$ cat config.mk
export PLATFORM = sky130hd
export DESIGN_NAME = sstx_channel_router
export DESIGN_NICKNAME = d
export VERILOG_FILES = /design/src/sstx_skid_buffer.v /design/src/sstx_channel_router.v
export VERILOG_INCLUDE_DIRS = /design/src /design/src/src
export SDC_FILE = /design/constraint.sdc
export NUM_CORES = 1
export LEC_CHECK = 0
export BUFFER_PORTS_ARGS = -buffer_cell sky130_fd_sc_hd__buf_2
export CORE_UTILIZATION = 40
export DETAILED_ROUTE_END_ITERATION = 10
export SLEW_MARGIN = 40
export SYNTH_ARGS = -nofsm -noshare
export SYNTH_HDL_FRONTEND = slang
export SYNTH_HIERARCHICAL = 1
export SYNTH_SLANG_ARGS = --single-unit
$ cat constraint.sdc
create_clock -name sysClk -period 15.1 [get_ports sysClk]
set_clock_uncertainty 0.05 [all_clocks]
set_input_delay 3.02 -clock sysClk [delete_from_list [all_inputs] [get_ports sysClk]]
set_output_delay 3.02 -clock sysClk [all_outputs]
set_load 0.02 [all_outputs]
$ cat src/sstx_map.vh
// Purpose: Register map and field layout of the secondary port channel 6-8 routing
// Assumes: Registers sit at byte address four times their index
// Notes:   Definitions only
`ifndef SSTX_MAP_VH
`define SSTX_MAP_VH
// Register indices and byte addresses
`define SSTX_IDX_CH6        8'h23
`define SSTX_IDX_CH7        8'h24
`define SSTX_IDX_CH8        8'h25
`define SSTX_IDX_CTRL       8'h28
`define SSTX_ADDR_CH6       10'h08c
`define SSTX_ADDR_CH7       10'h090
`define SSTX_ADDR_CH8       10'h094
`define SSTX_ADDR_CTRL      10'h0a0
// Reset values
`define SSTX_RST_CH6        8'h05
`define SSTX_RST_CH7        8'h06
`define SSTX_RST_CH8        8'h07
`define SSTX_RST_CTRL       8'h00
// Fields
`define SSTX_SRC_HI         6
`define SSTX_SRC_LO         5
`define SSTX_SLOT_HI        4
`define SSTX_SLOT_LO        0
`define SSTX_CTRL_I2S       0
`define SSTX_CTRL_WL_HI     2
`define SSTX_CTRL_WL_LO     1
// Source selections
`define SSTX_SRC_HIZ        2'h0
`define SSTX_SRC_LOOP       2'h1
`define SSTX_SRC_ECHO       2'h2
// Slot numbering
`define SSTX_RIGHT_BASE     5'h10
`endif

$ cat src/sstx_skid_buffer.v
// Purpose: Two-entry valid/ready buffer
// Assumes: One clock, asynchronous active-high reset
// Notes:   Full registered; no bubble between words
`timescale 1ns/100ps
module sstx_skid_buffer #(
   parameter WIDTH = 32
) (
   // Clock and reset
   input  wire             sysClk,
   input  wire             reset,
   // Fill side
   input  wire             inValid,
   output wire             inReady,
   input  wire [WIDTH-1:0] inData,
   // Drain side
   output wire             outValid,
   input  wire             outReady,
   output wire [WIDTH-1:0] outData
);
   reg [WIDTH-1:0] mem_q [0:1];
   reg             wrPtr_q;
   reg             rdPtr_q;
   reg [1:0]       count_q;
   wire            push;
   wire            pop;

   assign inReady  = (count_q != 2'h2);
   assign outValid = (count_q != 2'h0);
   assign outData  = mem_q[rdPtr_q];
   assign push     = inValid & inReady;
   assign pop      = outValid & outReady;

   always @(posedge sysClk or posedge reset) begin
      if (reset) begin
         mem_q[0] <= {WIDTH{1'b0}};
         mem_q[1] <= {WIDTH{1'b0}};
         wrPtr_q  <= 1'b0;
         rdPtr_q  <= 1'b0;
         count_q  <= 2'h0;
      end else begin
         if (push) begin
            mem_q[wrPtr_q] <= inData;
            wrPtr_q        <= ~wrPtr_q;
         end
         if (pop)
            rdPtr_q <= ~rdPtr_q;
         if (push & ~pop)
            count_q <= count_q + 2'h1;
         else if (pop & ~push)
            count_q <= count_q - 2'h1;
      end
   end
endmodule

$ cat src/sstx_channel_router.v
// Purpose: Source selection and slot placement of secondary port output channels 6, 7, 8
// Assumes: Bit clock and frame sync are pins from another domain, oversampled by sysClk
// Notes:   Frame sync rising edge marks slot 0 (TDM) or the left half (I2S/LJ)
//
// Added by the designer: the AXI4-Lite slave port.
`timescale 1ns/100ps
`include "sstx_map.vh"
module sstx_channel_router #(
   parameter WORD_BITS = 32
) (
   // Clock and reset
   input  wire                 sysClk,
   input  wire                 reset,
   // AXI4-Lite write address
   input  wire [9:0]           s_axi_awaddr,
   input  wire                 s_axi_awvalid,
   output wire                 s_axi_awready,
   // AXI4-Lite write data
   input  wire [31:0]          s_axi_wdata,
   input  wire [3:0]           s_axi_wstrb,
   input  wire                 s_axi_wvalid,
   output wire                 s_axi_wready,
   // AXI4-Lite write response
   output reg  [1:0]           s_axi_bresp,
   output reg                  s_axi_bvalid,
   input  wire                 s_axi_bready,
   // AXI4-Lite read address
   input  wire [9:0]           s_axi_araddr,
   input  wire                 s_axi_arvalid,
   output wire                 s_axi_arready,
   // AXI4-Lite read data
   output reg  [31:0]          s_axi_rdata,
   output reg  [1:0]           s_axi_rresp,
   output reg                  s_axi_rvalid,
   input  wire                 s_axi_rready,
   // Serial link pins
   input  wire                 bitClk,
   input  wire                 frameSync,
   output reg                  serialOut,
   output reg                  serialOutEn,
   // Sample sources, one word per frame
   input  wire                 srcValid,
   output wire                 srcReady,
   input  wire [WORD_BITS-1:0] loopbackIn2,
   input  wire [WORD_BITS-1:0] echoReference2,
   input  wire [WORD_BITS/2-1:0] echoReference1HalfWord,
   input  wire [WORD_BITS/2-1:0] echoReference2HalfWord,
   input  wire [WORD_BITS-1:0] chipLinkAggregateData
);
   localparam BUF_W = 4 * WORD_BITS;

   // ----------------------------------------------------------------
   // Registers
   // ----------------------------------------------------------------
   reg  [7:0]  ch6_q;
   reg  [7:0]  ch7_q;
   reg  [7:0]  ch8_q;
   reg  [7:0]  ctrl_q;
   reg         awHeld_q;
   reg  [9:0]  awAddr_q;
   reg         wHeld_q;
   reg  [31:0] wData_q;
   reg  [3:0]  wStrb_q;
   wire        doWrite;
   reg         wrHit;

   assign s_axi_awready = ~awHeld_q & ~s_axi_bvalid;
   assign s_axi_wready  = ~wHeld_q & ~s_axi_bvalid;
   assign doWrite       = awHeld_q & wHeld_q & ~s_axi_bvalid;
   assign s_axi_arready = ~s_axi_rvalid;

   always @* begin
      case (awAddr_q)
         `SSTX_ADDR_CH6, `SSTX_ADDR_CH7, `SSTX_ADDR_CH8, `SSTX_ADDR_CTRL: wrHit = 1'b1;
         default: wrHit = 1'b0;
      endcase
   end

   always @(posedge sysClk or posedge reset) begin
      if (reset) begin
         ch6_q        <= `SSTX_RST_CH6;
         ch7_q        <= `SSTX_RST_CH7;
         ch8_q        <= `SSTX_RST_CH8;
         ctrl_q       <= `SSTX_RST_CTRL;
         awHeld_q     <= 1'b0;
         awAddr_q     <= 10'h000;
         wHeld_q      <= 1'b0;
         wData_q      <= 32'h00000000;
         wStrb_q      <= 4'h0;
         s_axi_bvalid <= 1'b0;
         s_axi_bresp  <= 2'h0;
      end else begin
         if (s_axi_awvalid & s_axi_awready) begin
            awHeld_q <= 1'b1;
            awAddr_q <= {s_axi_awaddr[9:2], 2'b00};
         end
         if (s_axi_wvalid & s_axi_wready) begin
            wHeld_q <= 1'b1;
            wData_q <= s_axi_wdata;
            wStrb_q <= s_axi_wstrb;
         end
         if (doWrite) begin
            awHeld_q     <= 1'b0;
            wHeld_q      <= 1'b0;
            s_axi_bvalid <= 1'b1;
            s_axi_bresp  <= wrHit ? 2'h0 : 2'h2;
            if (wStrb_q[0]) begin
               case (awAddr_q)
                  `SSTX_ADDR_CH6:  ch6_q  <= {1'b0, wData_q[6:0]};
                  `SSTX_ADDR_CH7:  ch7_q  <= {1'b0, wData_q[6:0]};
                  `SSTX_ADDR_CH8:  ch8_q  <= {2'b00, wData_q[5:0]};
                  `SSTX_ADDR_CTRL: ctrl_q <= {5'h00, wData_q[2:0]};
                  default:         ctrl_q <= ctrl_q;
               endcase
            end
         end else if (s_axi_bvalid & s_axi_bready) begin
            s_axi_bvalid <= 1'b0;
         end
      end
   end

   // Read channel; status register shows slot position and buffer state
   reg [7:0] slotNow_q;
   reg       bufFull;

   always @(posedge sysClk or posedge reset) begin
      if (reset) begin
         s_axi_rvalid <= 1'b0;
         s_axi_rdata  <= 32'h00000000;
         s_axi_rresp  <= 2'h0;
      end else if (s_axi_arvalid & s_axi_arready) begin
         s_axi_rvalid <= 1'b1;
         s_axi_rresp  <= 2'h0;
         case ({s_axi_araddr[9:2], 2'b00})
            `SSTX_ADDR_CH6:  s_axi_rdata <= {24'h000000, ch6_q};
            `SSTX_ADDR_CH7:  s_axi_rdata <= {24'h000000, ch7_q};
            `SSTX_ADDR_CH8:  s_axi_rdata <= {24'h000000, ch8_q};
            `SSTX_ADDR_CTRL: s_axi_rdata <= {15'h0000, bufFull, slotNow_q, 5'h00, ctrl_q[2:0]};
            default: begin
               s_axi_rdata <= 32'h00000000;
               s_axi_rresp <= 2'h2;
            end
         endcase
      end else if (s_axi_rvalid & s_axi_rready) begin
         s_axi_rvalid <= 1'b0;
      end
   end

   // ----------------------------------------------------------------
   // Pin synchronisers and edge detect
   // ----------------------------------------------------------------
   reg [1:0] bclkSync_q;
   reg [1:0] fsSync_q;
   reg       bclkLast_q;
   reg       fsLast_q;
   wire      bclkRise;
   wire      bclkFall;

   always @(posedge sysClk or posedge reset) begin
      if (reset) begin
         bclkSync_q <= 2'b00;
         fsSync_q   <= 2'b00;
         bclkLast_q <= 1'b0;
         fsLast_q   <= 1'b0;
      end else begin
         bclkSync_q <= {bclkSync_q[0], bitClk};
         fsSync_q   <= {fsSync_q[0], frameSync};
         bclkLast_q <= bclkSync_q[1];
         if (bclkRise)
            fsLast_q <= fsSync_q[1];
      end
   end

   assign bclkRise = bclkSync_q[1] & ~bclkLast_q;
   assign bclkFall = ~bclkSync_q[1] & bclkLast_q;

   // ----------------------------------------------------------------
   // Sample buffer: a stalled frame keeps its words
   // ----------------------------------------------------------------
   wire [BUF_W-1:0] bufOut;
   wire             bufValid;
   wire             bufReady;
   wire             frameStart;
   reg  [BUF_W-1:0] frame_q;

   sstx_skid_buffer #(.WIDTH(BUF_W)) u_buf (
      .sysClk   (sysClk),
      .reset    (reset),
      .inValid  (srcValid),
      .inReady  (srcReady),
      .inData   ({chipLinkAggregateData, echoReference1HalfWord, echoReference2HalfWord,
                  echoReference2, loopbackIn2}),
      .outValid (bufValid),
      .outReady (bufReady),
      .outData  (bufOut)
   );

   always @* bufFull = ~srcReady;

   // Frame sync sampled on rising bit clock; a new frame takes one word
   assign frameStart = bclkRise & fsSync_q[1] & ~fsLast_q;
   assign bufReady   = frameStart;

   // ----------------------------------------------------------------
   // Slot timing
   // ----------------------------------------------------------------
   reg  [7:0]  bitCnt_q;
   reg  [7:0]  slotIdx_q;
   reg  [4:0]  bitInSlot_q;
   wire [4:0]  wordTop;
   wire        lrMode;

   assign lrMode  = ctrl_q[`SSTX_CTRL_I2S];
   // Word length: 16, 20, 24 or 32 bits, from ctrl bits 2:1 alone
   assign wordTop = (ctrl_q[`SSTX_CTRL_WL_HI:`SSTX_CTRL_WL_LO] == 2'h0) ? 5'd15 :
                    (ctrl_q[`SSTX_CTRL_WL_HI:`SSTX_CTRL_WL_LO] == 2'h1) ? 5'd19 :
                    (ctrl_q[`SSTX_CTRL_WL_HI:`SSTX_CTRL_WL_LO] == 2'h2) ? 5'd23 : 5'd31;

   always @(posedge sysClk or posedge reset) begin
      if (reset) begin
         bitCnt_q    <= 8'h00;
         slotIdx_q   <= 8'h00;
         bitInSlot_q <= 5'h00;
         frame_q     <= {BUF_W{1'b0}};
         slotNow_q   <= 8'h00;
      end else if (bclkRise) begin
         if (frameStart) begin
            bitCnt_q    <= 8'h00;
            slotIdx_q   <= 8'h00;
            bitInSlot_q <= 5'h00;
            if (bufValid)
               frame_q <= bufOut;
         end else if (bitInSlot_q == wordTop) begin
            bitInSlot_q <= 5'h00;
            slotIdx_q   <= slotIdx_q + 8'h01;
            bitCnt_q    <= bitCnt_q + 8'h01;
         end else begin
            bitInSlot_q <= bitInSlot_q + 5'h01;
            bitCnt_q    <= bitCnt_q + 8'h01;
         end
         slotNow_q <= slotIdx_q;
      end
   end

   // In I2S/LJ the right half starts when frame sync falls
   reg        rightHalf_q;
   reg  [7:0] lrSlot_q;

   always @(posedge sysClk or posedge reset) begin
      if (reset) begin
         rightHalf_q <= 1'b0;
         lrSlot_q    <= 8'h00;
      end else if (bclkRise) begin
         if (frameStart) begin
            rightHalf_q <= 1'b0;
            lrSlot_q    <= 8'h00;
         end else if (~fsSync_q[1] & fsLast_q) begin
            rightHalf_q <= 1'b1;
            lrSlot_q    <= 8'h00;
         end else if (bitInSlot_q == wordTop) begin
            lrSlot_q <= lrSlot_q + 8'h01;
         end
      end
   end

   // ----------------------------------------------------------------
   // Per-channel source and slot match
   // ----------------------------------------------------------------
   wire [2:0]           chanActive;
   wire [2:0]           chanHit;
   wire [WORD_BITS-1:0] chanWord [0:2];
   wire [7:0]           cfgOf [0:2];

   assign cfgOf[0] = ch6_q;
   assign cfgOf[1] = ch7_q;
   assign cfgOf[2] = ch8_q;

   assign chanActive[0] = (ch6_q[`SSTX_SRC_HI:`SSTX_SRC_LO] == `SSTX_SRC_LOOP) |
                          (ch6_q[`SSTX_SRC_HI:`SSTX_SRC_LO] == `SSTX_SRC_ECHO);
   assign chanActive[1] = (ch7_q[`SSTX_SRC_HI:`SSTX_SRC_LO] == `SSTX_SRC_ECHO);
   assign chanActive[2] = ch8_q[`SSTX_SRC_LO];

   // Reserved codes leave the channel released
   assign chanWord[0] = (ch6_q[`SSTX_SRC_HI:`SSTX_SRC_LO] == `SSTX_SRC_LOOP) ?
                        frame_q[WORD_BITS-1:0] : frame_q[2*WORD_BITS-1:WORD_BITS];
   assign chanWord[1] = frame_q[3*WORD_BITS-1:2*WORD_BITS];
   assign chanWord[2] = frame_q[4*WORD_BITS-1:3*WORD_BITS];

   genvar g;
   generate
      for (g = 0; g < 3; g = g + 1) begin : gSlot
         wire [4:0] sl = cfgOf[g][`SSTX_SLOT_HI:`SSTX_SLOT_LO];
         // TDM counts slots from frame start; I2S/LJ splits at 16
         assign chanHit[g] = lrMode ?
            ((sl[4] == rightHalf_q) && (lrSlot_q == {4'h0, sl[3:0]})) :
            (slotIdx_q == {3'h0, sl});
      end
   endgenerate

   // ----------------------------------------------------------------
   // Output drive, updated on falling bit clock, MSB first
   // ----------------------------------------------------------------
   reg [WORD_BITS-1:0] selWord;
   reg                 selOn;

   always @* begin
      selOn   = 1'b0;
      selWord = {WORD_BITS{1'b0}};
      if (chanActive[0] & chanHit[0]) begin
         selOn   = 1'b1;
         selWord = chanWord[0];
      end else if (chanActive[1] & chanHit[1]) begin
         selOn   = 1'b1;
         selWord = chanWord[1];
      end else if (chanActive[2] & chanHit[2]) begin
         selOn   = 1'b1;
         selWord = chanWord[2];
      end
   end

   always @(posedge sysClk or posedge reset) begin
      if (reset) begin
         serialOut   <= 1'b0;
         serialOutEn <= 1'b0;
      end else if (bclkFall) begin
         serialOutEn <= selOn;
         serialOut   <= selOn & selWord[wordTop - bitInSlot_q];
      end
   end
endmodule

======== Word level (Yosys, flattened, before mapping) ========
Index checks and enable logic that the tools add are counted.
cells by class
  $add $sub $neg .......................... 6
  magnitude comparators ................... 4
  equal/unequal tests ..................... 24
  multiplexer cells ....................... 44
  bitwise logic cells ..................... 38
  reductions and logical operators ........ 24
operators by type and width
  cell                                                                   number
  128-bit two-way mux                                                    4
  256-bit bitwise mux                                                    1
  128-bit demux with 1-bit select                                        1
  32-bit two-way mux                                                     4
  17-bit one-hot mux with 4 select lines                                 1
  8-bit by 6-bit equality test with 1-bit output, second input constant  8
  8-bit two-way mux                                                      5
  8-bit by 4-bit equality test with 1-bit output                         3
  8-bit by 5-bit equality test with 1-bit output                         3
  1-bit AND                                                              22
  1-bit two-way mux                                                      18
  8-bit by 1-bit adder with 8-bit output, second input constant          2
  2-bit nonzero test                                                     8
  5-bit two-way mux                                                      3
  3-bit AND reduction                                                    5
  1-bit NOT                                                              13
  2-bit two-way mux                                                      4
  4-bit two-way mux                                                      2
  4-bit OR reduction                                                     2
  2-bit equality test, second input constant                             3
  5-bit by 6-bit < comparator with 1-bit output, second input constant   1
  2-bit AND reduction                                                    3
  5-bit by 1-bit adder with 5-bit output, second input constant          1
  1-bit binary-select mux with 5-bit select                              1
  other kinds (14)                                                       22
word-level totals
  bits in registers ....................... 505
  input bits .............................. 194
  output and inout bits ................... 44
  logic and storage cells ................. 171

======== Logic depth before layout (Yosys ltp) ========
  depth in word-level cells ............... 10
  gate-level depth with buffers ........... 12

======== By module ========
The synthesis kept the hierarchy.
by module, submodules not included
  module               instances  cells an instance  area an instance (um2)  seq. area each (um2)
  sstx_skid_buffer     1          700                12361.9                 6506.2
  sstx_channel_router  1          840                10850.4                 5689.2

======== Worst setup path after synthesis ========
OpenSTA, ideal clock, no wires.
  kind .................................... input to register
  start point ............................. in s_axi_araddr[6]
  end point ............................... reg s_axi_rdata[0]
  data arrival time ....................... 4.677 ns
  path slack .............................. 10.288 ns
  cell stages on the path ................. 4
  cell sequence ........................... or4b_1 -> nor4_1 -> o31ai_1 -> o21ai_0
on the way
  cells in the longest elaborated chain, start to end .. 2
  elaborated cells on any way between the ends .. 5
  those cells by class .................... eq/ne (4); mux (1)
ends and longest elaborated chain
  what                                            line                       text
  from (decl)                                     sstx_channel_router.v:28   input wire [9:0] s_axi_araddr,
  8-bit by 6-bit equality test with 1-bit output  sstx_channel_router.v:134  case ({s_axi_araddr[9:2], 2'b00})
  17-bit one-hot mux with 4 select lines (*)      sstx_channel_router.v:134
  to (signal assigned)                            sstx_channel_router.v:135  `SSTX_ADDR_CH6: s_axi_rdata <= {24'h000000, ch6_q};
  to (signal assigned)                            sstx_channel_router.v:136  `SSTX_ADDR_CH7: s_axi_rdata <= {24'h000000, ch7_q};
  to (signal assigned)                            sstx_channel_router.v:137  `SSTX_ADDR_CH8: s_axi_rdata <= {24'h000000, ch8_q};
  to (decl)                                       sstx_channel_router.v:32   output reg [31:0] s_axi_rdata,
Every way passes the cells marked *; elsewhere a longest branch is shown, timed or not.
A chain may end at the register's enable or synchronous reset.

======== Worst setup path after layout ========
  start point ............................. in srcValid
  end point ............................... reg u_buf/mem_q[232] in the netlist's numbering
on the way
  cells in the longest elaborated chain, start to end .. 1
ends and longest elaborated chain
  what                             line                      text
  from (decl)                      sstx_channel_router.v:42  input wire srcValid,
  1-bit AND                        sstx_skid_buffer.v:30     assign push = inValid & inReady;
  to (signal, indexed assignment)  sstx_skid_buffer.v:42     mem_q[wrPtr_q] <= inData;
  to (decl)                        sstx_skid_buffer.v:20     reg [WIDTH-1:0] mem_q [0:1];
Every way passes these cells.

==> metrics.csv <==
metric;value;unit
syn avg cell area;15.1;sq um
Placed Cells;2415;
P_leak;0.0120;uW
RSZ-0062 raised after global routing;false;
Final TNS setup;0;ns
fraction of registers with async set/reset;1.00;
Synth Instances;1540;
overall routing resource usage;0.175;
Top FF cell, synth;dfrtp_1;
DR WL/cell;20.2;microns
CTS H-tree lvls;2;
Routed WL;50800;microns
final worst-path cycle share;0.338;
slowest stage delay, CP;0.73;ns
area occupied by multi-input gates;0.0101;sq mm
Slew headroom;0.475;
max-slew violations;0;
CP dominant cell by count;buf_12;
crit path kind;in -> reg;
final instance area;0.0265;sq mm
Longest Clk Path Bufs;3;
initial antenna violation count;18;
CP bufs+invs;5;
Yosys reg bits;487;
drt initial violations;678;
worst hold path type;reg -> reg;
first-pass GRT wire length;81000;microns
CTS Root Cell;clkbuf_16;
layout cell share with drive strength beyond 1;0.526;
Post-CTS Resized;0;
vias in the first global route;13800;
Slowest-stage cell, CP;buf_4;
largest net degree at the start of global routing;113;
I/O pin total;238;
die height;243;microns
hold_ws;0.298;ns
Setup Fix Bufs, Post-CTS;0;
Seq/Total Area, Yosys;0.525;
crit path launch type;primary input;
synth unique cells;80;
via count;12700;
clk slew on worst S/H paths;0.06;ns
FILL cells;5047;
Buffers on Ports;187;
Die X;243;microns
outcome;complete, no violations;
worst-skew pair later-pin latency;0.60;ns
CTS tree;yes;
Power Density;209;mW/mm^2
Final Hold Viols;0;
hold_buf cts;0;
CP cell instances;buf_2, and3b_4, buf_12, buf_12, buf_6, buf_4, mux2_4;
post-route insts no fill;2523;
Worst Path Arrival;5.54;ns
MaxCap Viol Count;0;
CTS Buf Count;54;
Reg area;0.0122;sq mm
Final Setup Violations;0;
placed inst area;0.0244;sq mm
crit-path max FO;50;
Remaining Overflow, GRT;0;
drt first pass iters;4;
synth warn;6;
number of synthesized flops with an enable pin;0;
Vias/cell;5.05;
number of core rows;87;
DP Wirelength;32300;microns
WP data required;15.53;ns
Crit path max-delay family;buffers and inverters;
nets;1920;
clock sinks;487;
GPL Wtd Cong;0.806;
Area Overhead vs Synth;14.1;%
antenna-violating nets left;0;
Core Region;0.0568;sq mm
Worst Setup End Kind;register;
Peak Freq;196;MHz
Worst-Margin Slew;0.787;ns
most frequent cells in the layout;dfrtp_1, mux2_2, mux2_4, buf_2, nand2_1;
worst vdd ir;0.102;mV
fin crit period;5.11;ns
most common cell after layout, fill and taps aside;dfrtp_1;
Cell Area, Synth;0.0232;sq mm
Initial Utilization;0.409;
DRC violations left;0;
die area;0.0590;sq mm
==> cell families after synthesis <==
group / count (synthesis) / synth area share
AND/OR/NAND/NOR: 207 / 0.0453
XOR/XNOR: 54 / 0.0207
multiplexers: 597 / 0.336
AO/OA/AOI/OAI: 63 / 0.0202
buffers and inverters: 121 / 0.0460
flip-flops: 487 / 0.525
adder cells (fa/ha/maj): 10 / 0.00571
other: 1 / 0.000162
==> state kept, by name (all words and copies together), names as in the netlist, 2 cells and up <==
name	cells
bitInSlot_q	5
ch7_q	7
bclkSync_q	2
ch6_q	7
lrSlot_q	8
fsSync_q	2
ctrl_q	3
frame_q	128
slotIdx_q	8
wData_q	7
u_buf/count_q	2
slotNow_q	8
awAddr_q	8
u_buf/mem_q	256
ch8_q	6
s_axi_rdata	16
==> path summary, 6_finish.rpt <==
| check | startpoint | to | slack [ns] | cells after the start |
|---|---|---|---|---|
| min reg2reg | bclkSync_q[0]$_DFF_PP0_ | bclkSync_q[1]$_DFF_PP0_ | 0.30 | 0 |
| max | srcValid | u_buf/mem_q[232]$_DFFE_PP0P_ | 9.99 | 7 |
| max reg2reg | ctrl_q[1]$_DFFE_PP0P_ | serialOut$_DFFE_PP0P_ | 11.79 | 12 |
| min | bclkSync_q[0]$_DFF_PP0_ | bclkSync_q[1]$_DFF_PP0_ | 0.30 | 0 |
| max in group asynchronous | reset | frame_q[125]$_DFFE_PP0P_ | 10.88 | 5 |
| min in group asynchronous | reset | frame_q[5]$_DFFE_PP0P_ | 2.47 | 2 |
==> power by group <==
part,internal (uW),switching [uW]
sequential,1880,330
clock,904,554
combinational,1170,681
==> metrics by stage <==
step	total power, uW	setup WS, ns	util
5_1_grt	5850	9.94	0.466
6_report	5520	9.99	0.466
4_1_cts	5600	10.01	0.465
3_5_place_dp	4100	9.36	0.430
3_3_place_gp	4040	8.74	0.428
2_1_floorplan	3760	4.87	-
==> routing by layer <==
metal  routed length, microns  track usage  vias up
met5                      142            0        -
met1                    23400        0.241     6568
met3                     2680       0.0406       87
met4                     1040       0.0496       22
li1                         -            -     5841
met2                    23600        0.274      225
==> Yosys cell counts (10+ instances only) <==
master,number,area (sq um)
buf_12,24,480
buf_2,18,90.1
buf_4,19,143
clkbuf_1,28,105
dfrtp_1,480,12000
inv_1,14,52.6
mux2_2,339,3820
mux2_4,219,3290
mux2i_1,12,120
mux4_2,21,473
nand2_1,74,278
nand3_1,29,145
nor2_1,39,146
nor3_1,10,50.1
o21ai_0,13,65.1
xnor2_1,21,184
xor2_1,32,280
==> final cells by class <==
cell class / count / area share
clock buffers: 68 / 0.0576
repair buffers: 210 / 0.0449
well taps: 756 / 0.0357
inverters: 14 / 0.00274
clock inverters: 34 / 0.0181
flip-flops and latches: 487 / 0.461
multi-input cells: 949 / 0.380
diodes: 5 / 0.000473
==> worst register-to-register path, delay by kind of cell, from the launching register on <==
kind,cells,cell delay [ns]
muxes,2,0.82
adders and majority gates,2,0.72
DFF,1,0.50
AOI/OAI and AO/OA,3,0.48
buffers and inverters,3,0.34
xor gates and xnor gates,1,0.16
and+or+nand+nor,1,0.10
No activity file was read; power rests on OpenSTA's default activity.
